===== src/opc_pkg.sv =====
// ==========================================================
// Output path control constants and types
// ==========================================================
package opc_pkg;

    // Register indices; the byte address is four times the index
    localparam logic [7:0] OPC_IDX_POWER  = 8'h04;
    localparam logic [7:0] OPC_IDX_MIX_L  = 8'h27;
    localparam logic [7:0] OPC_IDX_MIX_R  = 8'h2a;
    localparam logic [7:0] OPC_IDX_VOL_LA = 8'h2e;
    localparam logic [7:0] OPC_IDX_VOL_RA = 8'h2f;
    localparam logic [7:0] OPC_IDX_VOL_LB = 8'h30;
    localparam logic [7:0] OPC_IDX_VOL_RB = 8'h31;

    // Slot of each register in the local array
    localparam int OPC_NREG       = 7;
    localparam int OPC_SLOT_POWER = 0;
    localparam int OPC_SLOT_MIX_L = 1;
    localparam int OPC_SLOT_MIX_R = 2;
    localparam int OPC_SLOT_VOL   = 3;

    // Reset values and writable-bit masks
    localparam logic [7:0] OPC_RST_POWER  = 8'hc0;
    localparam logic [7:0] OPC_RST_MIX    = 8'h38;
    localparam logic [7:0] OPC_RST_VOL    = 8'h00;
    localparam logic [7:0] OPC_MASK_POWER = 8'hfc;
    localparam logic [7:0] OPC_MASK_MIX   = 8'hf8;
    localparam logic [7:0] OPC_MASK_VOL   = 8'h3f;

    // Field positions and widths
    localparam int OPC_BIT_LPDN     = 7;
    localparam int OPC_BIT_RPDN     = 6;
    localparam int OPC_BIT_DRV_EN   = 5;
    localparam int OPC_BIT_CONV_MIX = 7;
    localparam int OPC_BIT_IN_MIX   = 6;
    localparam int OPC_GAIN_LSB     = 3;
    localparam int OPC_GAIN_W       = 3;
    localparam int OPC_LEVEL_W      = 6;
    localparam int OPC_SEL_W        = 2;
    localparam int OPC_ADDR_W       = 12;

    // Tables indexed by slot
    localparam logic [6:0][7:0] OPC_REG_IDX = {
        OPC_IDX_VOL_RB, OPC_IDX_VOL_LB, OPC_IDX_VOL_RA, OPC_IDX_VOL_LA,
        OPC_IDX_MIX_R, OPC_IDX_MIX_L, OPC_IDX_POWER};
    localparam logic [6:0][7:0] OPC_REG_RST = {
        OPC_RST_VOL, OPC_RST_VOL, OPC_RST_VOL, OPC_RST_VOL,
        OPC_RST_MIX, OPC_RST_MIX, OPC_RST_POWER};
    localparam logic [6:0][7:0] OPC_REG_MASK = {
        OPC_MASK_VOL, OPC_MASK_VOL, OPC_MASK_VOL, OPC_MASK_VOL,
        OPC_MASK_MIX, OPC_MASK_MIX, OPC_MASK_POWER};

    // Bus handshake states
    typedef enum logic [1:0] {
        OPC_ST_IDLE   = 2'b01,
        OPC_ST_ACCESS = 2'b10
    } opc_apb_state_t;

    // Settings handed to the analog path; drivers ordered la, ra, lb, rb
    typedef struct packed {
        logic                               left_converter_power_down;
        logic                               right_converter_power_down;
        logic [3:0]                         drv_enable;
        logic [3:0][OPC_LEVEL_W-1:0]        drv_level;
        logic                               left_converter_to_mixer_enable;
        logic                               left_input_to_mixer_enable;
        logic [OPC_GAIN_W-1:0]              left_input_mixer_gain;
        logic                               right_converter_to_mixer_enable;
        logic                               right_input_to_mixer_enable;
        logic [OPC_GAIN_W-1:0]              right_input_mixer_gain;
        logic [3:0][OPC_GAIN_W-1:0]         drv_mix_gain;
        logic [OPC_SEL_W-1:0]               left_input_route;
        logic [OPC_SEL_W-1:0]               right_input_route;
    } opc_path_cfg_t;

    // One-hot slot of a byte address, zero when unmapped
    function automatic logic [6:0] opc_decode(
        input logic [OPC_ADDR_W-1:0] addr);
        logic [6:0] hit;
        hit = '0;
        for (int i = 0; i < OPC_NREG; i++) begin
            if (addr == {2'b00, OPC_REG_IDX[i], 2'b00}) begin
                hit[i] = 1'b1;
            end
        end
        return hit;
    endfunction : opc_decode

endpackage : opc_pkg


===== src/opc_cfg_reg.sv =====
`timescale 1ns/1ps
`default_nettype none
// ==========================================================
// One configuration register with reserved bits held at zero
// ==========================================================
module opc_cfg_reg
    import opc_pkg::*;
#(
    parameter logic [7:0] RST  = 8'h00,
    parameter logic [7:0] MASK = 8'hff
) (
    // Clock and reset
    input  wire logic       pclk,
    input  wire logic       presetn,
    // Write port
    input  wire logic       wr_en,
    input  wire logic [7:0] wdata,
    // Stored value
    output logic      [7:0] value_q
);

    logic [7:0] value_d;

    // Masking at write time keeps reserved bits zero on readback
    always_comb begin
        value_d = value_q;
        if (wr_en) begin
            value_d = wdata & MASK;
        end
    end

    always_ff @(posedge pclk or negedge presetn) begin
        if (!presetn) begin
            value_q <= RST;
        end else begin
            value_q <= value_d;
        end
    end

endmodule : opc_cfg_reg
`default_nettype wire


===== src/opc_apb_port.sv =====
`timescale 1ns/1ps
`default_nettype none
// ==========================================================
// APB slave handshake, one wait-free access per transfer
// ==========================================================
module opc_apb_port
    import opc_pkg::*;
(
    // Clock and reset
    input  wire logic                  pclk,
    input  wire logic                  presetn,
    // APB request
    input  wire logic                  psel,
    input  wire logic                  penable,
    input  wire logic                  pwrite,
    input  wire logic [OPC_ADDR_W-1:0] paddr,
    // APB answer
    output logic                       pready,
    output logic      [31:0]           prdata,
    output logic                       pslverr,
    // Register side
    input  wire logic [6:0][7:0]       reg_vals,
    output logic      [6:0]            wr_stb
);

    opc_apb_state_t state_q, state_d;
    logic [6:0]     hit_q, hit_d;
    logic           pready_d, pslverr_d;
    logic [31:0]    prdata_d;

    // Decode and read data are taken in the setup cycle so that
    // every answer leaves a flip-flop
    always_comb begin
        state_d   = state_q;
        hit_d     = hit_q;
        pready_d  = 1'b0;
        pslverr_d = 1'b0;
        prdata_d  = prdata;
        wr_stb    = '0;
        case (state_q)
            OPC_ST_IDLE: begin
                if (psel && !penable) begin
                    hit_d     = opc_decode(paddr);
                    pready_d  = 1'b1;
                    pslverr_d = (opc_decode(paddr) == '0);
                    prdata_d  = '0;
                    for (int i = 0; i < OPC_NREG; i++) begin
                        if (opc_decode(paddr) == 7'(1 << i)) begin
                            prdata_d = {24'h000000, reg_vals[i]};
                        end
                    end
                    state_d = OPC_ST_ACCESS;
                end
            end
            OPC_ST_ACCESS: begin
                // Unmapped writes are dropped; hit is zero for them
                if (psel && penable && pwrite) begin
                    wr_stb = hit_q;
                end
                state_d = OPC_ST_IDLE;
            end
            default: begin
                state_d = OPC_ST_IDLE;
            end
        endcase
    end

    always_ff @(posedge pclk or negedge presetn) begin
        if (!presetn) begin
            state_q <= OPC_ST_IDLE;
            hit_q   <= '0;
            pready  <= 1'b0;
            pslverr <= 1'b0;
            prdata  <= '0;
        end else begin
            state_q <= state_d;
            hit_q   <= hit_d;
            pready  <= pready_d;
            pslverr <= pslverr_d;
            prdata  <= prdata_d;
        end
    end

endmodule : opc_apb_port
`default_nettype wire


===== src/opc_output_path_regs.sv =====
// Summary of operation
// - Power bit 7 powers down left converter, bit 6 the right one
// - Power bits 5..2 enable drivers la, ra, lb, rb; reset disabled
// - Each driver has its own volume register, level in bits 5..0
// - Level code steps 1.5dB from 000000 at -45dB; reset 000000
// - Left mixer bit 7 adds left converter output into left mixer
// - Left mixer bit 6 adds selected left analog input into mix
// - Right mixer bit 7 adds right converter output into right mix
// - Right mixer bit 6 adds selected right analog input into mix
// - Mixer gain in bits 5..3, 000 is +6dB, 111 is -15dB default
// - Left mixer feeds both left drivers, right mixer both right
// - Analog input choice comes from separate source-select inputs
// - Power register resets to 0xc0
// - Both mixer registers reset to 0x38
// - All four volume registers reset to 0x00
`timescale 1ns/1ps
`default_nettype none
// ==========================================================
// Playback output path control registers
// ==========================================================
module opc_output_path_regs
    import opc_pkg::*;
(
    // Clock and reset
    input  wire logic                  pclk,
    input  wire logic                  presetn,
    // APB slave
    input  wire logic                  psel,
    input  wire logic                  penable,
    input  wire logic                  pwrite,
    input  wire logic [OPC_ADDR_W-1:0] paddr,
    input  wire logic [31:0]           pwdata,
    output logic                       pready,
    output logic      [31:0]           prdata,
    output logic                       pslverr,
    // Source selects held outside this bank
    input  wire logic [OPC_SEL_W-1:0]  left_mixer_source_select,
    input  wire logic [OPC_SEL_W-1:0]  right_mixer_source_select,
    // Settings to the analog path
    output opc_path_cfg_t              path_cfg_q
);

    logic [6:0][7:0] reg_vals;
    logic [6:0]      wr_stb;
    opc_path_cfg_t   path_cfg_d;

    // ==========================================================
    // Bus port
    // ==========================================================
    opc_apb_port u_port (
        .pclk     (pclk),
        .presetn  (presetn),
        .psel     (psel),
        .penable  (penable),
        .pwrite   (pwrite),
        .paddr    (paddr),
        .pready   (pready),
        .prdata   (prdata),
        .pslverr  (pslverr),
        .reg_vals (reg_vals),
        .wr_stb   (wr_stb)
    );

    // ==========================================================
    // Register array
    // ==========================================================
    // Reset values come from the slot tables
    // Masks keep reserved bits zero
    for (genvar g = 0; g < OPC_NREG; g++) begin : g_reg
        opc_cfg_reg #(
            .RST  (OPC_REG_RST[g]),
            .MASK (OPC_REG_MASK[g])
        ) u_reg (
            .pclk    (pclk),
            .presetn (presetn),
            .wr_en   (wr_stb[g]),
            .wdata   (pwdata[7:0]),
            .value_q (reg_vals[g])
        );
    end

    // ==========================================================
    // Path settings
    // ==========================================================
    // Settings follow a register write by one cycle; the analog
    // side sees glitch-free levels from flip-flops
    always_comb begin
        logic [7:0] pw;
        logic [7:0] ml;
        logic [7:0] mr;
        pw = reg_vals[OPC_SLOT_POWER];
        ml = reg_vals[OPC_SLOT_MIX_L];
        mr = reg_vals[OPC_SLOT_MIX_R];
        path_cfg_d = '0;
        path_cfg_d.left_converter_power_down  = pw[OPC_BIT_LPDN];
        path_cfg_d.right_converter_power_down = pw[OPC_BIT_RPDN];
        for (int i = 0; i < 4; i++) begin
            // Bit 5 is driver la down to bit 2 for rb
            path_cfg_d.drv_enable[i] = pw[OPC_BIT_DRV_EN - i];
            // Code passed as stored, linear in 1.5dB steps
            path_cfg_d.drv_level[i] =
                reg_vals[OPC_SLOT_VOL + i][OPC_LEVEL_W-1:0];
        end
        path_cfg_d.left_converter_to_mixer_enable =
            ml[OPC_BIT_CONV_MIX];
        path_cfg_d.left_input_to_mixer_enable =
            ml[OPC_BIT_IN_MIX];
        path_cfg_d.right_converter_to_mixer_enable =
            mr[OPC_BIT_CONV_MIX];
        path_cfg_d.right_input_to_mixer_enable =
            mr[OPC_BIT_IN_MIX];
        path_cfg_d.left_input_mixer_gain =
            ml[OPC_GAIN_LSB +: OPC_GAIN_W];
        path_cfg_d.right_input_mixer_gain =
            mr[OPC_GAIN_LSB +: OPC_GAIN_W];
        // Drivers la and lb take the left mix, ra and rb the right
        path_cfg_d.drv_mix_gain[0] = ml[OPC_GAIN_LSB +: OPC_GAIN_W];
        path_cfg_d.drv_mix_gain[2] = ml[OPC_GAIN_LSB +: OPC_GAIN_W];
        path_cfg_d.drv_mix_gain[1] = mr[OPC_GAIN_LSB +: OPC_GAIN_W];
        path_cfg_d.drv_mix_gain[3] = mr[OPC_GAIN_LSB +: OPC_GAIN_W];
        // Selected input only reaches a mixer whose input path is on
        path_cfg_d.left_input_route = ml[OPC_BIT_IN_MIX] ?
            left_mixer_source_select : '0;
        path_cfg_d.right_input_route = mr[OPC_BIT_IN_MIX] ?
            right_mixer_source_select : '0;
    end

    // Reset state matches the register reset values
    always_ff @(posedge pclk or negedge presetn) begin
        if (!presetn) begin
            path_cfg_q <= '{
                left_converter_power_down  : 1'b1,
                right_converter_power_down : 1'b1,
                left_input_mixer_gain      : 3'h7,
                right_input_mixer_gain     : 3'h7,
                drv_mix_gain               : {4{3'h7}},
                default                    : '0};
        end else begin
            path_cfg_q <= path_cfg_d;
        end
    end

    logic first_q;
    always_ff @(posedge pclk or negedge presetn) begin
        if (!presetn) begin
            first_q <= 1'b1;
        end else begin
            first_q <= 1'b0;
        end
    end
endmodule : opc_output_path_regs
`default_nettype wire


===== config.mk =====
export PLATFORM = sky130hd
export DESIGN_NAME = opc_output_path_regs
export DESIGN_NICKNAME = d
export VERILOG_FILES = /design/src/opc_pkg.sv /design/src/opc_cfg_reg.sv /design/src/opc_apb_port.sv /design/src/opc_output_path_regs.sv
export SDC_FILE = /design/constraint.sdc
export NUM_CORES = 1
export LEC_CHECK = 0
export BUFFER_PORTS_ARGS = -buffer_cell sky130_fd_sc_hd__buf_2
export CAP_MARGIN = 20
export CORE_UTILIZATION = 48
export CTS_BUF_LIST = sky130_fd_sc_hd__clkbuf_4 sky130_fd_sc_hd__clkbuf_8
export DETAILED_ROUTE_END_ITERATION = 8
export PLACE_DENSITY = 0.77
export RECOVER_POWER = 100
export SLEW_MARGIN = 30
export SYNTH_ARGS = -nofsm -noshare
export SYNTH_HDL_FRONTEND = slang
export SYNTH_HIERARCHICAL = 1
export SYNTH_SLANG_ARGS = --single-unit

===== constraint.sdc =====
create_clock -name pclk -period 1.3 [get_ports pclk]
set_input_delay 0.26 -clock pclk [delete_from_list [all_inputs] [get_ports pclk]]
set_output_delay 0.26 -clock pclk [all_outputs]
set_load 0.02 [all_outputs]

==> results of run 1 <==
==> metrics by stage <==
stage / total power, uW / cell area (um2) / worst slack (ns)
2_1_floorplan: 3553 / 4690 / -0.5011
3_3_place_gp: 3647 / 5006 / -0.5377
3_5_place_dp: 3660 / 5006 / -0.5794
4_1_cts: 5519 / 5461 / -0.1347
5_1_grt: 5724 / 5533 / -0.2105
6_report: 5488 / 5533 / -0.1556
==> power by group <==
group	internal [uW]	switching [uW]
sequential	3220	9.18
clock	720	1120
combinational	133	286
total	4070	1420
==> worst max path at each step <==
stage | slack (ns) | end | cells after the start | start
after floorplan | -0.50 | u_port/prdata[6] | 7 | paddr[5]
final | -0.16 | u_port/prdata[6] | 8 | paddr[5]
after global routing | -0.21 | u_port/prdata[6] | 8 | paddr[5]
after global placement | -0.54 | u_port/prdata[6] | 6 | paddr[9]
after detailed placement | -0.58 | u_port/prdata[5] | 6 | paddr[9]
after CTS | -0.13 | g_reg[1].u_reg/value_q[7] | 6 | u_port/state_q[1]
==> what timing repair did <==
action / in CTS / in global routing
setup endpoints to repair: 73 / 74
resized for setup: 82 / 26
hold endpoints to repair: 86 / 0
pin swaps: 17 / 16
setup buffers: 4 / 5
gates cloned: 2 / 0
hold buffers: 1 / 0
==> layout by cell type, fill, tap and decap left out, types with 3 or more instances in the layout <==
cell	instances
mux2_4	35
conb_1	40
o21ai_1	17
dfrtp_1	86
buf_6	35
a211oi_1	6
mux2_2	7
and2_2	4
a21oi_2	5
and2_4	3
clkbuf_8	9
dfstp_1	7
dfstp_2	10
o21a_1	4
buf_4	22
nand4_1	3
o21ai_0	6
nand2_1	22
buf_2	23
and2_0	3
clkbuf_1	34
nand2b_1	7
clkbuf_2	15
a21oi_1	19
a221oi_1	3
nor2_1	4
o2bb2ai_1	4
a211oi_2	3
==> routing by layer <==
layer | global-route usage [%] | part of all wire, % | up-vias
met3 | 3.865 | 5.7 | 15
li1 | - | - | 1372
met1 | 25.67 | 42 | 1504
met4 | 5.430 | 1.1 | 0
met2 | 33.17 | 51 | 112
met5 | 0 | 0 | -
==> layout make-up <==
type	instances	area [um2]	share of cell area (%)
Sequential cell	103	2599	46.97
Multi-Input combinational cell	223	1713	30.96
Timing Repair Buffer	130	887.1	16.03
Tap cell	111	138.9	2.510
Clock buffer	9	123.9	2.239
Clock inverter	7	55.05	0.9950
Inverter	3	16.27	0.2940
==> registers in the layout, indices dropped and copies added, names as in the netlist <==
name	count
g.u_reg/value_q	40
u_port/pslverr	1
u_port/pready	1
u_port/hit_q	7
path_cfg_q	44
u_port/state_q	2
u_port/prdata	8
==> kinds of logic after synthesis <==
kind of cell | Yosys count | share of synthesized area (%)
mux | 42 | 12.87
flops | 103 | 57.12
buf+inv | 72 | 11.28
simple gates | 66 | 8.278
compound gates | 74 | 9.791
other cells | 8 | 0.6601
==> worst register-to-register path, delay by kind of cell, from the launching register on <==
kind	cells	cell delay [ns]
simple gates	2	0.22
flops	1	0.54
mux	1	0.30
buf+inv	2	0.29
==> summary.md, run 1 <==
| Metric | Value |
|---|---|
| FF-to-FF Start | u_port/state_q[0] |
| Post-layout util | 60.16% |
| Synth cell types | 39 |
| Initial antenna violation count | 0 |
| CP Max Fanout | 5 |
| Post-DRT Antenna Nets | 0 |
| Die width | 99.36 um |
| Grt total ovfl | 0 |
| Slowest stage delay, CP | 0.56 ns |
| Initial DRC count | 159 |
| Hold Path Cell Cnt | 2 |
| Final-report setup violation count | 74 |
| Critical path type | primary input to flip-flop |
| GR Util All Layers | 19.55% |
| Hold Crit Start | left_mixer_source_select[1] |
| Crit path buf inv count | 3 |
| Avg WL per Cell | 16.20 um |
| Post-Layout Cell Count | 586 |
| Inserted Clock Buffers | 9 |
| Clk slew on worst S/H paths | 0.10 ns |
| Dominant cell type by area after synthesis | dfrtp_1 |
| Hold slack | 0.1013 ns |
| Post-synth top area share | 47.30% |
| FMAX | 0.6870 GHz |
| Rows | 35 |
| Port bufs | 94 |
| Area grow syn2layout | 21.62% |
| Netlist Area Pre-Place | 0.004549 mm2 |
| Detailed Place HPWL | 6449 um |
| #FFs+latches synth | 103 |
| Nets@finish | 523 |
| Most frequent cell after synthesis | dfrtp_1 |
| Worst path cell trace | buf_6 -> or4_4 -> buf_6 -> nor3_4 -> buf_6 -> nand3_2 -> o21ai_1 -> a31oi_1 |
| Seq/Total Area, Yosys | 57.12% |
| Initial Utilization | 49.47% |
| Placer Congestion | 0.8708 |
| DR pass1 iterations | 4 |
| H-tree depth | 3 |
| Root Buffer Master | clkbuf_8 |
| First-pass GRT wire length | 14,720 um |
| Number of global-route vias before repair | 2,924 |
| R2r setup slk | -0.15 ns |
| Clock skew | 0.007656 ns |
| Syn Area/Cell | 12.46 um2 |
| Max VDD drop | 0.6396 mV |
| Final min period | 1.456 ns |
| Ant. Diodes | 0 |
| Yosys warns | 6 |
| Core area | 0.009196 mm2 |
| Period utilization | 112.0% |
| DR vias | 3,003 |
| Clock sink count | 103 |
| Drt via density | 5.125 |
| Final Hold Fails | 0 |
| Fillers | 743 |
| Setup TNS | -5.583 ns |
| Kind of path behind the tightest hold check | primary input to flip-flop |
| DR DRC count | 0 |
| Drt total wl | 9491 um |
| Final WS setup | -0.1556 ns |
| Measured slew at the worst slew-check pin | 0.7976 ns |
| CP max stage cell | or4_4 |
| Boundary pin count | 143 |
| Mapped Cells | 365 |
| R2R depth | 5 |
| Synth top area cells | dfrtp_1, mux2_4, dfstp_2, buf_4, mux2_2 |
| Reg2reg end | g_reg[2].u_reg/value_q[7] |
| P_leak | 0.002652 uW |
| Cell count after placement | 559 |
| Crit-path leading delay family | simple AND/OR/NAND/NOR gates |
| Synth top cells by count | dfrtp_1, buf_4, mux2_4, a21oi_1, nand2_1 |
| Cell mode on critical path | buf_6 |
| Die height | 99.36 um |
| Critical path arrival | 1.71 ns |
| Hold EP | path_cfg_q[3] |
| RSZ-0062 raised after global routing | true |
| Worst-Skew Late Latency | 0.36 ns |
| Status | finished, violations left |
| Post-synth EDFFs | 0 |
| Die ar. | 0.009871 mm2 |
| Max Cap Violations | 0 |
| CTS tree | done |
| Max transition margin | 46.83% |
| Critical Path RT | 1.55 ns |
| Worst Setup End Kind | flip-flop |
| Startpoint types | primary input |
| Ys flop type | dfrtp_1 |
| Share of cells above drive strength 1 | 41.26% |
| Async SR Flop Fraction | 100.0% |
| Violated checks | setup timing |
| Pwr/cell area | 991.9 mW/mm2 |
| Clk buf depth | 2 |
| Largest net degree at the start of global routing | 71 |
| Max-slew violation count | 0 |
Note: power is estimated with default switching activity, not from simulation.
==> run 2: changes to the inputs <==
--- a/config.mk
+++ b/config.mk
@@ -7,10 +7,12 @@
 export LEC_CHECK = 0
 export BUFFER_PORTS_ARGS = -buffer_cell sky130_fd_sc_hd__buf_2
 export CAP_MARGIN = 20
-export CORE_UTILIZATION = 48
+export CELL_PAD_IN_SITES_DETAIL_PLACEMENT = 1
+export CELL_PAD_IN_SITES_GLOBAL_PLACEMENT = 1
+export CORE_UTILIZATION = 37
 export CTS_BUF_LIST = sky130_fd_sc_hd__clkbuf_4 sky130_fd_sc_hd__clkbuf_8
 export DETAILED_ROUTE_END_ITERATION = 8
-export PLACE_DENSITY = 0.77
+export PLACE_DENSITY = 0.76
 export RECOVER_POWER = 100
 export SLEW_MARGIN = 30
 export SYNTH_ARGS = -nofsm -noshare
==> constraint.sdc (replaced) <==
create_clock -name pclk -period 1.3 [get_ports pclk]
set_input_delay 0.195 -clock pclk [delete_from_list [all_inputs] [get_ports pclk]]
set_output_delay 0.195 -clock pclk [all_outputs]
set_load 0.02 [all_outputs]
==> run 2 against run 1 <==
The flow still finishes with violations (setup timing). Final cell count is 6.3% higher. Maximum frequency is 0.79% higher. Register-to-register slack hardly changed. Via count is 0.27% higher. Clock-buffer cell count is 3 higher. Worst hold slack worse by 0.074 ns. Sequential share of layout area is 0.074 points lower. Non-clock buffer count is 1 higher. Total power is 4.9% higher. Worst setup slack better by 0.011 ns. Critical path type is now flip-flop to flip-flop.
==> summary.md, run 2 (synthesized netlist as in run 1, its figures left out) <==
| Metric | Value |
|---|---|
| Status | finished, violations left |
| Violated checks | setup timing |
| Port bufs | 94 (unchanged) |
| Initial antenna violation count | 0 (unchanged) |
| Root Buffer Master | clkbuf_8 |
| Boundary pin count | 143 (unchanged) |
| Max-slew violation count | 0 (unchanged) |
| Pwr/cell area | 1039 mW/mm2 (+4.7%) |
| Max VDD drop | 0.4439 mV (-31%) |
| Share of cells above drive strength 1 | 38.66% (-2.6 points) |
| DR vias | 3,011 (+0.27%) |
| Critical Path RT | 1.56 ns (about the same) |
| Startpoint types | flip-flop |
| Drt via density | 4.833 (-5.7%) |
| Die ar. | 0.01274 mm2 (+29%) |
| Placer Congestion | 0.7864 (-9.7%) |
| Cell count after placement | 601 (+7.5%) |
| Critical path arrival | 1.71 ns (about the same) |
| Die width | 112.9 um (+14%) |
| Largest net degree at the start of global routing | 34 (-52%) |
| Number of global-route vias before repair | 3,254 (+11%) |
| First-pass GRT wire length | 16,860 um (+15%) |
| FMAX | 0.6924 GHz (+0.79%) |
| GR Util All Layers | 17.57% (-2.0 points) |
| Inserted Clock Buffers | 9 (unchanged) |
| Clock sink count | 103 (unchanged) |
| Area grow syn2layout | 21.81% |
| Post-Layout Cell Count | 623 (+6.3%) |
| Final Hold Fails | 0 (unchanged) |
| Largest registers | path_cfg_q x44, g.u_reg/value_q x40, u_port/prdata x8 |
| Avg WL per Cell | 17.36 um (+7.2%) |
| DR pass1 iterations | 4 (unchanged) |
| Max transition margin | 53.43% (+6.6 points) |
| Commonest cells after routing, fill and taps aside | dfrtp_1, clkbuf_1, conb_1 |
| Fillers | 1,305 (+76%) |
| Grt total ovfl | 0 (unchanged) |
| Clk buf depth | 2 (unchanged) |
| Layout Cell Area excl Fill | 0.005542 mm2 (+0.16%) |
| P_leak | 0.002610 uW (-1.6%) |
| CP Max Fanout | 7 (+2) |
| H-tree depth | 3 (unchanged) |
| Initial DRC count | 127 (-20%) |
| Rows | 40 (+14%) |
| Drt total wl | 10,810 um (+14%) |
| Setup TNS | -3.551 ns (+2.033 ns) |
| Kind of path behind the tightest hold check | primary input to flip-flop |
| Final min period | 1.444 ns (-0.01138 ns) |
| Die height | 112.9 um (+14%) |
| Initial Utilization | 37.87% (-12 points) |
| Commonest non-fill, non-tap cell in the layout | dfrtp_1 |
| Critical path type | flip-flop to flip-flop |
| Nets@finish | 524 (+0.19%) |
| Detailed Place HPWL | 7585 um (+18%) |
| DR DRC count | 0 (unchanged) |
| Core area | 0.01201 mm2 (+31%) |
| Post-DRT Antenna Nets | 0 (unchanged) |
| Post-Place Setup Slack | -0.5624 ns (+0.01703 ns) |
| Max reg flops | 44 (unchanged) |
| Reg area | 0.002599 mm2 (unchanged) |
| RSZ-0062 raised after global routing | true |
| Worst Setup End Kind | flip-flop |
| Clock skew | 0.01147 ns (+0.003810 ns) |
| Placed Instance Area | 0.005115 mm2 (+2.2%) |
| Ant. Diodes | 0 (unchanged) |
| Multi-input logic area | 0.001710 mm2 (-0.15%) |
| Hold slack | 0.02702 ns (-0.07427 ns) |
| Clk slew on worst S/H paths | 0.10 ns (about the same) |
| Biggest register | path_cfg_q |
| CTS tree | done |
| Max Cap Violations | 0 (unchanged) |
| Worst-Skew Late Latency | 0.38 ns (+0.02 ns) |
| Final WS setup | -0.1442 ns (+0.01138 ns) |
| Period utilization | 111.1% (-0.88 points) |
| Measured slew at the worst slew-check pin | 0.6986 ns (-0.09901 ns) |
| Final-report setup violation count | 51 (-31%) |
==> run 2: changes by cell type in the layout (fill, tap and decap cells not counted), sizes merged <==
| cell | previous run | this run |
|---|---|---|
| clkbuf | 58 | 63 |
| inv | 5 | 3 |
| clkinv | 4 | 2 |
| buf | 80 | 79 |
| bufinv | 0 | 1 |
==> run 2: final cells by class <==
class	instances	share of cell area (%)
multi-input combinational	223	30.86
timing repair buffer	131	14.83
clock buffer	12	2.867
inverter	3	0.2935
sequential	103	46.90
tap	147	3.319
clock inverter	4	0.9257
==> run 2: metal layers <==
layer	vias to the layer above	track usage [%]	routed length, um
met5	-	0	0
met4	0	6.316	243
met2	85	29.84	5370
met3	22	5.088	488
li1	1376	-	-
met1	1528	21.35	4711
==> run 2: critical path: stages (launching register included) <==
cell and delay (ns):
dfstp_1 0.53, nor2_1 0.04, buf_4 0.16, buf_6 0.12, and2_4 0.18, mux2_4 0.30
==> run 2: timing repair <==
action	CTS	global route
pin swaps	10	4
setup buffers	1	2
setup endpoints to repair	53	71
hold buffers	1	0
gates cloned	1	1
hold endpoints to repair	16	0
gates resized for setup	43	48
==> run 2: stage by stage <==
step | utilization, % | total power, uW
CTS | 45.40 | 5838
detailed placement | 42.58 | 3695
floorplan | - | 3552
global placement | 42.58 | 3680
finish | 46.14 | 5755
global route | 46.14 | 6007
==> run 2: final timing paths <==
kind / cells past startpoint / from / to / slack [ns]
setup / recovery: 5 / u_port/state_q[0] / g_reg[2].u_reg/value_q[7] / -0.14
setup reg to reg: 5 / u_port/state_q[0] / g_reg[2].u_reg/value_q[7] / -0.14
hold / removal: 2 / right_mixer_source_select[1] / path_cfg_q[1] / 0.03
min in group asynchronous: 2 / presetn / g_reg[0].u_reg/value_q[2] / 0.39
max in group asynchronous: 3 / presetn / u_port/state_q[0] / 0.12
hold reg to reg: 0 / g_reg[2].u_reg/value_q[4] / path_cfg_q[14] / 0.39
==> run 2: power by group <==
group	switching, uW	internal (uW)	total [uW]
sequential	7.40	3220	3220
combinational	292	134	426
clock	1080	1020	2110
==> run 3: changes to the inputs <==
--- a/config.mk
+++ b/config.mk
@@ -13,7 +13,7 @@
 export CTS_BUF_LIST = sky130_fd_sc_hd__clkbuf_4 sky130_fd_sc_hd__clkbuf_8
 export DETAILED_ROUTE_END_ITERATION = 8
 export PLACE_DENSITY = 0.76
-export RECOVER_POWER = 100
+export RECOVER_POWER = 50
 export SLEW_MARGIN = 30
 export SYNTH_ARGS = -nofsm -noshare
 export SYNTH_HDL_FRONTEND = slang
==> run 3 against run 2 <==
The run still ends with setup timing left. Clock-buffer cell count stayed put. Via count about the same. Cell area rose by 1.1%. Critical path depth is the same. Sequential share of layout area decreased by 0.49 points. Sequential power about the same. Largest power group unchanged. Highest routed layer unchanged.
==> summary.md, run 3 (synthesized netlist as in run 1, its figures left out) <==
| Metric | Value |
|---|---|
| Share of cells above drive strength 1 | 47.90% (+9.2 points) |
| Critical path arrival | 1.71 ns (about the same) |
| Detailed Place HPWL | 7585 um (unchanged) |
| Kind of path behind the tightest hold check | primary input to flip-flop |
| Grt total ovfl | 0 (unchanged) |
| Layout Cell Area excl Fill | 0.005600 mm2 (+1.1%) |
| Worst Setup End Kind | flip-flop |
| CTS tree | done |
| Fillers | 1,304 (-0.077%) |
| Critical Path RT | 1.56 ns (about the same) |
| Measured slew at the worst slew-check pin | 0.7079 ns (+0.009275 ns) |
| Largest net degree at the start of global routing | 34 (unchanged) |
| Max Cap Violations | 0 (unchanged) |
| Commonest non-fill, non-tap cell in the layout | dfrtp_1 |
| Violated checks | setup timing |
| Max reg flops | 44 (unchanged) |
| Pwr/cell area | 1028 mW/mm2 (-1.0%) |
| Core area | 0.01201 mm2 (unchanged) |
| Max VDD drop | 0.4436 mV (about the same) |
| Crit path to | g_reg[2].u_reg/value_q[7] |
| Clock sink count | 103 (unchanged) |
| Initial DRC count | 116 (-8.7%) |
| R2r setup slk | -0.15 ns (about the same) |
| Max-slew violation count | 0 (unchanged) |
| Post-Layout Cell Count | 623 (unchanged) |
| Placed Instance Area | 0.005115 mm2 (unchanged) |
| CP max stage cell | dfstp_2 |
| First-pass GRT wire length | 16,860 um (unchanged) |
| DR DRC count | 0 (unchanged) |
| Die ar. | 0.01274 mm2 (unchanged) |
| Initial Utilization | 37.87% (unchanged) |
| Die width | 112.9 um (unchanged) |
| Critical path type | flip-flop to flip-flop |
| Cell count after placement | 601 (unchanged) |
| Number of global-route vias before repair | 3,254 (unchanged) |
| Max transition margin | 52.81% (-0.62 points) |
| Worst path cell trace | nor2_1 -> buf_4 -> buf_6 -> and2_4 -> mux2_4 |
| Ant. Diodes | 0 (unchanged) |
| Area grow syn2layout | 23.10% |
| Reg area | 0.002599 mm2 (unchanged) |
| Clk buf depth | 2 (unchanged) |
| Slowest stage delay, CP | 0.54 ns (about the same) |
| Hold slack | 0.02710 ns (+0.00008050 ns) |
| FF-to-FF Start | u_port/state_q[0] |
| Crit-path leading delay family | flip-flops |
| Placer Congestion | 0.7864 (unchanged) |
| Worst-Skew Late Latency | 0.38 ns (about the same) |
| Clk slew on worst S/H paths | 0.09 ns (about the same) |
| Boundary pin count | 143 (unchanged) |
| RSZ-0062 raised after global routing | true |
| Final WS setup | -0.1459 ns (-0.001658 ns) |
| Final Hold Fails | 0 (unchanged) |
| Status | finished, violations left |
| Commonest cells after routing, fill and taps aside | dfrtp_1, buf_2, conb_1 |
| GR Util All Layers | 17.57% (unchanged) |
| Avg WL per Cell | 17.35 um (about the same) |
| Largest registers | path_cfg_q x44, g.u_reg/value_q x40, u_port/prdata x8 |
| Biggest register | path_cfg_q |
| Crit path buf inv count | 2 (unchanged) |
| Die height | 112.9 um (unchanged) |
| Inserted Clock Buffers | 9 (unchanged) |
| Clock skew | 0.01175 ns (+0.0002888 ns) |
| Multi-input logic area | 0.001710 mm2 (unchanged) |
| Initial antenna violation count | 0 (unchanged) |
| FMAX | 0.6916 GHz (-0.11%) |
| Post-DRT Antenna Nets | 0 (unchanged) |
| R2R depth | 5 (unchanged) |
| Reg2reg end | g_reg[2].u_reg/value_q[7] |
| Root Buffer Master | clkbuf_8 |
| Nets@finish | 524 (unchanged) |
| DR pass1 iterations | 4 (unchanged) |
| CP Max Fanout | 7 (unchanged) |
| DR vias | 3,009 (-0.066%) |
| Rows | 40 (unchanged) |
| Drt total wl | 10,810 um (about the same) |
| Worst path depth | 5 (unchanged) |
| Period utilization | 111.2% (+0.13 points) |
| Startpoint types | flip-flop |
| Crit path from | u_port/state_q[0] |
| Drt via density | 4.830 (about the same) |
| Final min period | 1.446 ns (+0.001658 ns) |
| H-tree depth | 3 (unchanged) |
| Port bufs | 94 (unchanged) |
| P_leak | 0.002803 uW (+7.4%) |
| Final-report setup violation count | 51 (unchanged) |
==> run 3: cell types whose count changed in the layout (fill, tap and decap cells not counted), sizes merged <==
cell / delta
buf: +47
clkbuf: -47
==> run 3: worst min-delay path by stage <==
stage / start / end / slack, ns / cells after the start
after global routing: right_mixer_source_select[1] / path_cfg_q[1] / 0.02 / 2
after floorplan: presetn / g_reg[0].u_reg/value_q[2] / -0.10 / 0
final: left_mixer_source_select[1] / path_cfg_q[3] / 0.03 / 2
after detailed placement: presetn / g_reg[0].u_reg/value_q[2] / 0.16 / 1
after global placement: presetn / g_reg[3].u_reg/value_q[2] / 0.16 / 1
after CTS: left_mixer_source_select[1] / path_cfg_q[3] / 0.002 / 2
==> run 3: metrics by stage <==
step | setup TNS (ns) | util [%] | setup WS, ns | power, uW
after floorplan | -4.529 | - | -0.4361 | 3552
final | -3.820 | 46.63 | -0.1459 | 5756
after global routing | -7.571 | 46.63 | -0.2005 | 6012
after CTS | -2.545 | 45.40 | -0.1428 | 5838
after global placement | -12.31 | 42.58 | -0.4998 | 3680
after detailed placement | -13.98 | 42.58 | -0.5624 | 3695
==> run 3: per-layer routing <==
layer	global-route usage (%)	part of all wire [%]
met3	5.088	4.9
met5	0	0
met1	21.35	43
met2	29.84	50
met4	6.316	2.2
==> run 3: layout make-up <==
cell class	count	share of cell area, %
sequential	103	46.40
multi-input combinational	223	30.54
timing repair buffer	131	15.73
tap	147	3.284
clock buffer	12	2.837
clock inverter	4	0.9160
inverter	3	0.2904
==> run 3: what timing repair did <==
item	CTS	global route
hold endpoints to repair	16	0
hold buffers	1	0
resized for setup	43	48
gates cloned	1	1
endpoints found under the setup margin	53	71
setup buffers	1	2
pin swaps	10	4
==> run 3: report_power, final <==
part           internal, uW  switching [uW]
combinational           139             291
sequential             3220            7.08
clock                  1020            1080
